--- config.mk ---
export PLATFORM = sky130hd
export DESIGN_NAME = boe_exec
export DESIGN_NICKNAME = d
export VERILOG_FILES = /design/src/rtl/boe_pkg.sv /design/src/rtl/boe_alu_if.sv /design/src/rtl/boe_alu.sv /design/src/rtl/boe_apb.sv /design/src/rtl/boe_exec.sv
export SDC_FILE = /design/constraint.sdc
export NUM_CORES = 1
export LEC_CHECK = 0
export BUFFER_PORTS_ARGS = -buffer_cell sky130_fd_sc_hd__buf_2
export CORE_ASPECT_RATIO = 0.9
export CORE_MARGIN = 2
export CORE_UTILIZATION = 50
export DETAILED_ROUTE_END_ITERATION = 7
export PLACE_DENSITY_LB_ADDON = 0.08
export SYNTH_ARGS = -nofsm -noshare
export SYNTH_HDL_FRONTEND = slang
export SYNTH_HIERARCHICAL = 1
export SYNTH_SLANG_ARGS = --single-unit
--- constraint.sdc ---
create_clock -name clk -period 2.7 [get_ports clk]
set_input_delay 0.54 -clock clk [delete_from_list [all_inputs] [get_ports clk]]
set_output_delay 0.54 -clock clk [all_outputs]
set_load 0.01 [all_outputs]
--- src/rtl/boe_pkg.sv ---
// Shared constants and types for the byte operation execution block
package boe_pkg;

  // ----------------------------------------------------------------
  // Operations and sequencer states
  // ----------------------------------------------------------------
  typedef enum logic [2:0] {
    NO_OP,
    WATCHDOG_CLEAR_OP,
    CALL_VIA_WORKING_OP,
    COMPLEMENT_FILE_OP,
    CLEAR_FILE_OP,
    CLEAR_WORKING_OP,
    DECREMENT_FILE_OP,
    DECREMENT_SKIP_ZERO_OP
  } boe_op_e;

  typedef enum logic {
    EXEC_ST,
    NOP_ST
  } boe_state_e;

  // ----------------------------------------------------------------
  // Data path values
  // ----------------------------------------------------------------
  localparam logic DEST_WORKING = 1'b0;
  localparam logic DEST_FILE = 1'b1;
  localparam logic [7:0] ZERO_BYTE = 8'h00;
  localparam logic [7:0] ONE_BYTE = 8'h01;
  localparam logic [14:0] PC_STEP = 15'h0001;
  localparam logic [15:0] COUNT_STEP = 16'h0001;
  localparam logic [7:0] W_RST = 8'h00;
  localparam logic Z_RST = 1'b0;
  localparam logic TO_RST = 1'b1;
  localparam logic PD_RST = 1'b1;

  // ----------------------------------------------------------------
  // APB register map
  // ----------------------------------------------------------------
  localparam logic [7:0] OFF_CTRL = 8'h00;
  localparam logic [7:0] OFF_STATUS = 8'h04;
  localparam logic [7:0] OFF_WORKING = 8'h08;
  localparam logic [7:0] OFF_COUNT = 8'h0C;
  localparam int CTRL_EN_BIT = 0;
  localparam logic CTRL_EN_RST = 1'b1;
  localparam int STAT_Z_BIT = 0;
  localparam int STAT_TO_BIT = 1;
  localparam int STAT_PD_BIT = 2;
  localparam int STAT_BUSY_BIT = 3;

endpackage

--- src/rtl/boe_alu_if.sv ---
// Signals between the sequencer and the byte operation unit
`timescale 1ns/100ps
interface boe_alu_if;
  import boe_pkg::*;
  boe_op_e op;
  logic dest;
  logic [7:0] f_val;
  logic [7:0] result;
  logic f_we;
  logic w_we;
  logic z_upd;
  logic z_val;
  logic skip;

  modport core (output op, dest, f_val, input result, f_we, w_we, z_upd, z_val, skip);
  modport alu (input op, dest, f_val, output result, f_we, w_we, z_upd, z_val, skip);
endinterface

--- src/rtl/boe_alu.sv ---
// Combinational result, destination and flag logic of the byte operations
`timescale 1ns/100ps
module boe_alu
  import boe_pkg::*;
(
  boe_alu_if.alu bus
);

  // ----------------------------------------------------------------
  // Result and routing
  // ----------------------------------------------------------------
  always_comb
  begin
    bus.result = ZERO_BYTE;
    bus.f_we = 1'b0;
    bus.w_we = 1'b0;
    bus.z_upd = 1'b0;
    bus.z_val = 1'b0;
    bus.skip = 1'b0;
    case (bus.op)
      COMPLEMENT_FILE_OP:
      begin
        bus.result = ~bus.f_val;
        bus.f_we = (bus.dest == DEST_FILE);
        bus.w_we = (bus.dest == DEST_WORKING);
        bus.z_upd = 1'b1;
        bus.z_val = (bus.result == ZERO_BYTE);
      end
      CLEAR_FILE_OP:
      begin
        bus.f_we = 1'b1;
        bus.z_upd = 1'b1;
        bus.z_val = 1'b1;
      end
      CLEAR_WORKING_OP:
      begin
        bus.w_we = 1'b1;
        bus.z_upd = 1'b1;
        bus.z_val = 1'b1;
      end
      DECREMENT_FILE_OP, DECREMENT_SKIP_ZERO_OP:
      begin
        bus.result = bus.f_val - ONE_BYTE;
        bus.f_we = (bus.dest == DEST_FILE);
        bus.w_we = (bus.dest == DEST_WORKING);
        bus.z_upd = (bus.op == DECREMENT_FILE_OP);
        bus.z_val = (bus.result == ZERO_BYTE);
        bus.skip = (bus.op == DECREMENT_SKIP_ZERO_OP) && (bus.result == ZERO_BYTE);
      end
      default:
      begin
        bus.result = ZERO_BYTE;
      end
    endcase
  end

endmodule // boe_alu

--- src/rtl/boe_apb.sv ---
// APB slave holding the control register and reading back the status, working and count registers
`timescale 1ns/100ps
module boe_apb
  import boe_pkg::*;
(
  input wire logic clk,
  input wire logic rst,
  input wire logic psel,
  input wire logic penable,
  input wire logic pwrite,
  input wire logic [7:0] paddr,
  input wire logic [31:0] pwdata,
  output logic [31:0] prdata,
  output logic pready,
  output logic pslverr,
  output logic exec_en_r,
  output logic w_wr_r,
  output logic [7:0] w_wr_data_r,
  input wire logic [3:0] status_bits,
  input wire logic [7:0] w_val,
  input wire logic [15:0] op_count
);

  logic commit;

  function automatic logic is_mapped(input logic [7:0] a);
    return (a == OFF_CTRL) || (a == OFF_STATUS) || (a == OFF_WORKING) || (a == OFF_COUNT);
  endfunction

  assign commit = psel && penable && pready;

  // ----------------------------------------------------------------
  // One wait state, then answer
  // ----------------------------------------------------------------
  always_ff @(posedge clk or posedge rst)
  begin
    if (rst)
    begin
      pready <= 1'b0;
      pslverr <= 1'b0;
      prdata <= 32'h0000_0000;
    end
    else if (psel && penable && !pready)
    begin
      pready <= 1'b1;
      pslverr <= !is_mapped(paddr);
      if (paddr == OFF_CTRL)
        prdata <= {31'h0000_0000, exec_en_r};
      else if (paddr == OFF_STATUS)
        prdata <= {28'h000_0000, status_bits};
      else if (paddr == OFF_WORKING)
        prdata <= {24'h00_0000, w_val};
      else if (paddr == OFF_COUNT)
        prdata <= {16'h0000, op_count};
      else
        prdata <= 32'h0000_0000;
    end
    else
    begin
      pready <= 1'b0;
      pslverr <= 1'b0;
    end
  end

  // ----------------------------------------------------------------
  // Writable registers
  // ----------------------------------------------------------------
  always_ff @(posedge clk or posedge rst)
  begin
    if (rst)
      exec_en_r <= CTRL_EN_RST;
    else if (commit && pwrite && is_mapped(paddr) && paddr == OFF_CTRL)
      exec_en_r <= pwdata[CTRL_EN_BIT];
  end

  always_ff @(posedge clk or posedge rst)
  begin
    if (rst)
    begin
      w_wr_r <= 1'b0;
      w_wr_data_r <= W_RST;
    end
    else
    begin
      w_wr_r <= commit && pwrite && (paddr == OFF_WORKING);
      w_wr_data_r <= pwdata[7:0];
    end
  end

endmodule // boe_apb

--- src/rtl/boe_exec.sv ---
// Execution of watchdog clear, call via working, complement, clear and decrement operations
//
// Register access over APB and the register offsets are this design's own decisions.
`timescale 1ns/100ps
module boe_exec
  import boe_pkg::*;
(
  input wire logic clk,
  input wire logic rst,
  input wire logic psel,
  input wire logic penable,
  input wire logic pwrite,
  input wire logic [7:0] paddr,
  input wire logic [31:0] pwdata,
  output logic [31:0] prdata,
  output logic pready,
  output logic pslverr,
  input wire logic op_valid,
  input boe_op_e op_code,
  input wire logic op_dest,
  input wire logic [7:0] file_rd_data,
  input wire logic [14:0] pc_value,
  input wire logic [6:0] pc_high_latch,
  input wire logic timeout_evt,
  input wire logic sleep_evt,
  output logic op_ready,
  output logic discard_fetch,
  output logic file_wr_en,
  output logic [7:0] file_wr_data,
  output logic [7:0] wreg_value,
  output logic zero_flag,
  output logic timeout_flag,
  output logic powerdown_flag,
  output logic watchdog_counter_clr,
  output logic watchdog_prescaler_clr,
  output logic stack_push,
  output logic [14:0] stack_top,
  output logic pc_load,
  output logic [14:0] pc_load_value
);

  // ----------------------------------------------------------------
  // Declarations
  // ----------------------------------------------------------------
  boe_alu_if alu_bus ();
  boe_state_e state_r;
  boe_state_e state_nxt;
  logic exec_en;
  logic w_wr;
  logic [7:0] w_wr_data;
  logic accept;
  logic [3:0] status_bits;
  logic [15:0] op_count_r;
  logic [7:0] w_r;
  logic z_r;
  logic to_r;
  logic pd_r;
  logic file_wr_en_r;
  logic [7:0] file_wr_data_r;
  logic wdt_clr_r;
  logic push_r;
  logic [14:0] push_data_r;
  logic pc_load_r;
  logic [14:0] pc_load_value_r;

  // ----------------------------------------------------------------
  // Register bus and operation unit
  // ----------------------------------------------------------------
  boe_apb u_apb (
    .clk(clk),
    .rst(rst),
    .psel(psel),
    .penable(penable),
    .pwrite(pwrite),
    .paddr(paddr),
    .pwdata(pwdata),
    .prdata(prdata),
    .pready(pready),
    .pslverr(pslverr),
    .exec_en_r(exec_en),
    .w_wr_r(w_wr),
    .w_wr_data_r(w_wr_data),
    .status_bits(status_bits),
    .w_val(w_r),
    .op_count(op_count_r)
  );

  boe_alu u_alu (
    .bus(alu_bus)
  );

  assign alu_bus.op = op_code;
  assign alu_bus.dest = op_dest;
  assign alu_bus.f_val = file_rd_data;

  // ----------------------------------------------------------------
  // Issue and sequencing
  // ----------------------------------------------------------------
  assign op_ready = exec_en && (state_r == EXEC_ST);
  assign accept = op_valid && op_ready && (op_code != NO_OP);

  always_comb
  begin
    state_nxt = state_r;
    case (state_r)
      EXEC_ST:
      begin
        if (accept && op_code == CALL_VIA_WORKING_OP)
          state_nxt = NOP_ST;
        else if (accept && alu_bus.skip)
          state_nxt = NOP_ST;
      end
      NOP_ST:
      begin
        state_nxt = EXEC_ST;
      end
      default:
      begin
        state_nxt = EXEC_ST;
      end
    endcase
  end

  always_ff @(posedge clk or posedge rst)
  begin
    if (rst)
      state_r <= EXEC_ST;
    else
      state_r <= state_nxt;
  end

  // discard only on the second cycle
  assign discard_fetch = (state_r == NOP_ST);

  always_ff @(posedge clk or posedge rst)
  begin
    if (rst)
      op_count_r <= 16'h0000;
    else if (accept)
      op_count_r <= op_count_r + COUNT_STEP;
  end

  // ----------------------------------------------------------------
  // Working register and file write port
  // ----------------------------------------------------------------
  always_ff @(posedge clk or posedge rst)
  begin
    if (rst)
      w_r <= W_RST;
    else if (accept && alu_bus.w_we)
      w_r <= alu_bus.result;
    else if (w_wr)
      w_r <= w_wr_data;
  end

  always_ff @(posedge clk or posedge rst)
  begin
    if (rst)
    begin
      file_wr_en_r <= 1'b0;
      file_wr_data_r <= ZERO_BYTE;
    end
    else
    begin
      file_wr_en_r <= accept && alu_bus.f_we;
      if (accept && alu_bus.f_we)
        file_wr_data_r <= alu_bus.result;
    end
  end

  // ----------------------------------------------------------------
  // Status flags
  // ----------------------------------------------------------------
  always_ff @(posedge clk or posedge rst)
  begin
    if (rst)
      z_r <= Z_RST;
    else if (accept && alu_bus.z_upd)
      z_r <= alu_bus.z_val;
  end

  always_ff @(posedge clk or posedge rst)
  begin
    if (rst)
    begin
      to_r <= TO_RST;
      pd_r <= PD_RST;
    end
    else
    begin
      if (accept && op_code == WATCHDOG_CLEAR_OP)
      begin
        to_r <= 1'b1;
        pd_r <= 1'b1;
      end
      else
      begin
        if (timeout_evt)
          to_r <= 1'b0;
        if (sleep_evt)
          pd_r <= 1'b0;
      end
    end
  end

  always_comb
  begin
    status_bits = 4'h0;
    status_bits[STAT_Z_BIT] = z_r;
    status_bits[STAT_TO_BIT] = to_r;
    status_bits[STAT_PD_BIT] = pd_r;
    status_bits[STAT_BUSY_BIT] = (state_r == NOP_ST);
  end

  // ----------------------------------------------------------------
  // Watchdog, stack and program counter controls
  // ----------------------------------------------------------------
  always_ff @(posedge clk or posedge rst)
  begin
    if (rst)
      wdt_clr_r <= 1'b0;
    else
      wdt_clr_r <= accept && (op_code == WATCHDOG_CLEAR_OP);
  end

  always_ff @(posedge clk or posedge rst)
  begin
    if (rst)
    begin
      push_r <= 1'b0;
      push_data_r <= 15'h0000;
      pc_load_r <= 1'b0;
      pc_load_value_r <= 15'h0000;
    end
    else
    begin
      push_r <= accept && (op_code == CALL_VIA_WORKING_OP);
      pc_load_r <= accept && (op_code == CALL_VIA_WORKING_OP);
      if (accept && op_code == CALL_VIA_WORKING_OP)
      begin
        push_data_r <= pc_value + PC_STEP;
        pc_load_value_r <= {pc_high_latch, w_r};
      end
    end
  end

  // ----------------------------------------------------------------
  // Outputs
  // ----------------------------------------------------------------
  assign file_wr_en = file_wr_en_r;
  assign file_wr_data = file_wr_data_r;
  assign wreg_value = w_r;
  assign zero_flag = z_r;
  assign timeout_flag = to_r;
  assign powerdown_flag = pd_r;
  assign watchdog_counter_clr = wdt_clr_r;
  assign watchdog_prescaler_clr = wdt_clr_r;
  assign stack_push = push_r;
  assign stack_top = push_data_r;
  assign pc_load = pc_load_r;
  assign pc_load_value = pc_load_value_r;
endmodule // boe_exec

**Word-level counts from Yosys, hierarchy flattened**

Index checks and enable logic that the tools add are counted.

- Register bits: 113
- Input bits: 82
- Output and inout bits: 90
- Word-level logic and storage cells: 88

- Add/subtract/negate cells: 3
- Eq/ne operators: 10
- Muxes and demuxes: 21
- Bitwise gates (word level): 3
- Reductions and logical operators: 33

Operators with widths:

| cell | number |
|---|---|
| $mux W32 | 3 |
| $logic_not A8 Y1 | 3 |
| $logic_and A1 B1 Y1 | 17 |
| $add A16 B1 Y16 const B | 1 |
| $eq A8 B4 Y1 const B | 2 |
| $mux W16 | 1 |
| $mux W8 | 2 |
| $pmux W8 S2 | 1 |
| $add A15 B1 Y15 const B | 1 |
| $eq A3 B3 Y1 const B | 4 |
| $mux W1 | 9 |
| $eq A8 B3 Y1 const B | 1 |
| $not A8 Y8 | 1 |
| $pmux W1 S2 | 4 |
| $sub A8 B1 Y8 const B | 1 |
| $eq A3 B2 Y1 const B | 2 |
| $reduce_bool A2 Y1 | 3 |
| $reduce_or A3 Y1 | 2 |
| $reduce_or A2 Y1 | 2 |
| $eq A3 B1 Y1 const B | 1 |
| $logic_or A1 B1 Y1 | 3 |
| $pmux W1 S3 | 1 |
| $reduce_bool A3 Y1 | 1 |
| $logic_not A1 Y1 | 2 |
| $not A1 Y1 | 2 |

**Logic depth before layout (Yosys ltp)**

- Word-level depth: 8
- Depth in mapped cells: 7
- Mapped depth without buffers: 7

**By module**

Netlist, hierarchy kept.

Modules (own cells, without submodules):

| module | instances | cells each | area each (um2) | seq. area each (um2) |
|---|---|---|---|---|
| boe_exec | 1 | 245 | 3089.2 | 1729.2 |
| boe_apb | 1 | 108 | 1257.5 | 701.9 |
| boe_alu | 1 | 63 | 416.6 | 0.0 |

**Worst setup path after synthesis**

No wires, ideal clock.

- Path kind: input -> register
- Start point: in file_rd_data[3]
- End point: reg file_wr_data_r[7], in the netlist file_wr_data[7]
- Setup time: 125 ps
- Arrival: 1826 ps
- Setup slack: 749 ps
- Cell stages on the path: 7
- Path through: buf_6 -> or3_4 -> buf_6 -> nor4_4 -> xnor2_1 -> o22ai_2 -> mux2_2

- Longest elaborated chain between the ends: 2

RTL lines:

| what | RTL line | RTL |
|---|---|---|
| from (decl) | boe_exec.sv:21 | `input wire logic [7:0] file_rd_data,` |
| $sub A8 B1 Y8 | boe_alu.sv:43 | `bus.result = bus.f_val - ONE_BYTE;` |
| $pmux W8 S2 | boe_alu.sv:20 | `case (bus.op)` |
| via alu_bus.result[7] | boe_alu_if.sv:8 | `logic [7:0] result;` |
| to (signal assigned) | boe_exec.sv:167 | `file_wr_data_r <= alu_bus.result;` |
| to (decl) | boe_exec.sv:59 | `logic [7:0] file_wr_data_r;` |

The timed path passes the listed nets, and every way through them passes these cells.
A chain may end at the register's enable or synchronous reset.

**Worst setup path in the final report**

- Start point: reg u_apb.exec_en_r
- End point: reg pc_load_value_r[12], in the netlist pc_load_value[12]

- Longest elaborated chain between the ends: 4

RTL lines:

| what | RTL line | RTL |
|---|---|---|
| from (decl) | boe_apb.sv:16 | `output logic exec_en_r,` |
| from (signal assigned) | boe_apb.sv:73 | `exec_en_r <= pwdata[CTRL_EN_BIT];` |
| $logic_and A1 B1 Y1 | boe_exec.sv:99 | `assign op_ready = exec_en && (state_r == EXEC_ST);` |
| $logic_and A1 B1 Y1 (2 in series) | boe_exec.sv:100 | `assign accept = op_valid && op_ready && (op_code != NO_OP);` |
| $logic_and A1 B1 Y1 | boe_exec.sv:239 | `if (accept && op_code == CALL_VIA_WORKING_OP)` |
| to (signal assigned) | boe_exec.sv:242 | `pc_load_value_r <= {pc_high_latch, w_r};` |
| to (decl) | boe_exec.sv:64 | `logic [14:0] pc_load_value_r;` |

No other way between the ends.

==> results by group <==
Outcome
  • Status: finished, final reports clean

Timing
  • Final setup fails: 0
  • Relative slew slack: 0.551
  • WHS: 0.0694 ns
  • Period utilisation layout: 0.682
  • Fin. Hold Viols: 0
  • Final Skew: 0.0110 ns
  • Fin. max-slew vios: 0
  • Setup TNS: 0 ns
  • Slew @ Worst Pin: 0.656 ns
  • Maximum clock frequency: 543 MHz
  • Fin crit period: 1.84 ns
  • Setup repair after global routing missed its margin: no

Synthesis
  • Most numerous cell in the Yosys netlist: dfrtp_1
  • Async S/R FF share, synth: 1.00
  • Synthesis Warnings: 6
  • Post-synth cell types: 58
  • Seq/Total Area, Yosys: 0.510
  • Top cells by count, synth: dfrtp_1 (94), mux2_2 (44), nand2_1 (43)
  • Synthesized area: 0.00476 sq mm
  • Synth Instances: 416
  • Synth area leader: dfrtp_1
  • Post-synth EDFFs: 0
  • #FFs+latches synth: 97
  • Synth top area cells: dfrtp_1 (49%), mux2_2 (10%), xnor2_1 (4.6%)
  • Area share of the largest cell type after synthesis: 0.494
  • Syn avg cell area: 11.5 sq um
  • Top FF cell, synth: dfrtp_1

Detailed routing
  • Total Wirelength: 10100 um
  • Routed WL per cell: 15.1 um
  • Vias post-DR: 3468
  • Post-route ant nets: 0
  • First-pass DRT Iterations: 4
  • First-iteration detailed-routing DRC count: 118
  • Post-DR vias/cell: 5.18
  • DRC viols: 0

Setup path
  • R2R cell count: 3
  • Worst setup SP type: flop
  • CP Class: reg -> reg
  • Kind of end point of the critical path: flop
  • Critical path data required time: 2.94 ns
  • Maximum fanout along the worst path: 45
  • CP arrival: 2.08 ns

Hold path
  • Tightest Hold Check Type: in -> async

Place
  • Placed cells: 653
  • Hpwl dp: 7730 um
  • RD Place Congestion: 0.796
  • IO Port Bufs: 131

Clocking
  • Clk Latency, worst-skew pair: 0.35 ns
  • Hold Buf Count CTS: 0
  • Post-CTS setup buffer count: 0
  • Root buffer cell: clkbuf_8
  • Clock slew at reported path FFs: 0.10 ns
  • Sink Count: 97
  • CTS tree: done
  • CTS Buf Count: 9
  • Clock Tree Buf Depth: 2
  • H-tree lvl count: 3
  • Post-CTS resize count: 0

Power and ir drop
  • Power Dens Cells: 462 mW/mm^2
  • Worst VDD drop: 322 uV
  • Final Power: 2.60 mW
  • Leak: 2.94 nW

Floorplan
  • Std-Cell Rows: 33
  • Top-level I/O count: 172
  • Core ar.: 0.00921 sq mm
  • Die width: 107 um
  • Die H: 96.6 um
  • Starting density of the core: 0.517
  • Die area: 0.0103 sq mm

Flow run
  • Maxcap violations: 0

Global route
  • Largest net degree at the start of global routing: 52
  • Global-route wire length before repair: 16000 um
  • GRT Residual Overflow: 0
  • GRT Total Usage: 0.201
  • Initial antenna violation count: 0
  • Vias in the first global route: 3184

Cells and area
  • Fraction of final layout cells sized beyond drive strength 1: 0.400
  • # fillers: 789
  • Syn-to-layout area delta: 18.0%
  • Finished Layout Cells: 669
  • Nets: 629
  • Diodes inserted: 0
  • Fin util: 0.611
-- critical path, cell delays in order, from the launching register on --
cell and delay, ns:
dfstp_2 0.59, and3b_1 0.24, nand3_4 0.44, mux2_2 0.45
-- placed cells by master, fill, tap and decap left out, drive strengths merged, types with 2 or more instances in the layout --
cell type and instances:
a21oi 6, a22o 8, a22oi 3, and2 5, and4 4, buf 133, clkbuf 10, conb 16
dfrtp 94, dfstp 3, ha 5, inv 20, mux2 45, mux2i 5, nand2 45, nand3 13
nand3b 2, nand4 9, nor2 14, nor2b 3, nor3 11, nor3b 3, nor4 9, o21ai 29
o22ai 5, or2 3, xnor2 25, xor2 6
-- worst paths after layout --
kind                       slack [ns]                         from                             end
setup / recovery                 0.86  u_apb/exec_en_r$_DFFE_PP1P_   pc_load_value[12]$_DFFE_PP0P_
hold / removal                   0.07                          rst     u_apb/prdata[9]$_DFFE_PP0P_
setup reg to reg                 0.86  u_apb/exec_en_r$_DFFE_PP1P_   pc_load_value[12]$_DFFE_PP0P_
hold reg to reg                  0.48  u_apb/prdata[0]$_DFFE_PP0P_     u_apb/prdata[0]$_DFFE_PP0P_
max in group asynchronous        1.81                          rst      powerdown_flag$_DFFE_PP1P_
min in group clk                 0.29                    pwdata[4]  u_apb/w_wr_data_r[4]$_DFF_PP0_
-- through the flow --
| stage | setup slack (ns) | instance area [sq um] |
|---|---|---|
| after global placement | 0.678 | 5430 |
| after global routing | 0.711 | 5620 |
| after floorplan | 0.423 | 4820 |
| final | 0.858 | 5620 |
| after detailed placement | 0.652 | 5430 |
| after CTS | 0.847 | 5620 |
-- cell type report --
class                      count  area [sq um]  area share
tap                          122           153      0.0271
clock buffer                  10           138      0.0245
clock inverter                 6          56.3      0.0100
inverter                      15          56.3      0.0100
multi-input combinational    286          2110       0.374
timing repair buffer         133           683       0.121
sequential                    97          2430       0.432
-- flip-flops by register name, summed over array words and instances, names as in the netlist --
| name | cells |
|---|---|
| zero_flag | 1 |
| u_apb/prdata | 16 |
| u_apb/w_wr_r | 1 |
| powerdown_flag | 1 |
| watchdog_counter_clr | 1 |
| op_count_r | 16 |
| u_apb/pslverr | 1 |
| file_wr_data | 8 |
| u_apb/w_wr_data_r | 8 |
| discard_fetch | 1 |
| file_wr_en | 1 |
| timeout_flag | 1 |
| stack_top | 15 |
| u_apb/exec_en_r | 1 |
| wreg_value | 8 |
| pc_load | 1 |
| pc_load_value | 15 |
| u_apb/pready | 1 |
-- cells by family after synthesis --
family | synth area share
adder cells (fa/ha/maj) | 0.0131
buffers and inverters | 0.0594
flip-flops | 0.510
XOR/XNOR | 0.0570
AO/OA/AOI/OAI | 0.0762
other | 0.000787
AND/OR/NAND/NOR | 0.166
multiplexers | 0.117
-- power breakdown --
| part | internal (mW) | switching [mW] | leakage [nW] |
|---|---|---|---|
| Clock | 0.383 | 0.531 | 0.0977 |
| Combinational | 0.0769 | 0.140 | 1.52 |
| Sequential | 1.46 | 0.00520 | 1.32 |
| Total | 1.92 | 0.677 | 2.94 |
-- per-layer routing --
metal  vias up  part of all wire  global-route usage
li1       1679                 -                   -
met1      1659              0.46               0.275
met2       123              0.46               0.323
met3         7             0.070              0.0530
met4         0            0.0098              0.0509
met5         -                 0                   0
Power figures use the tool's default switching activity.
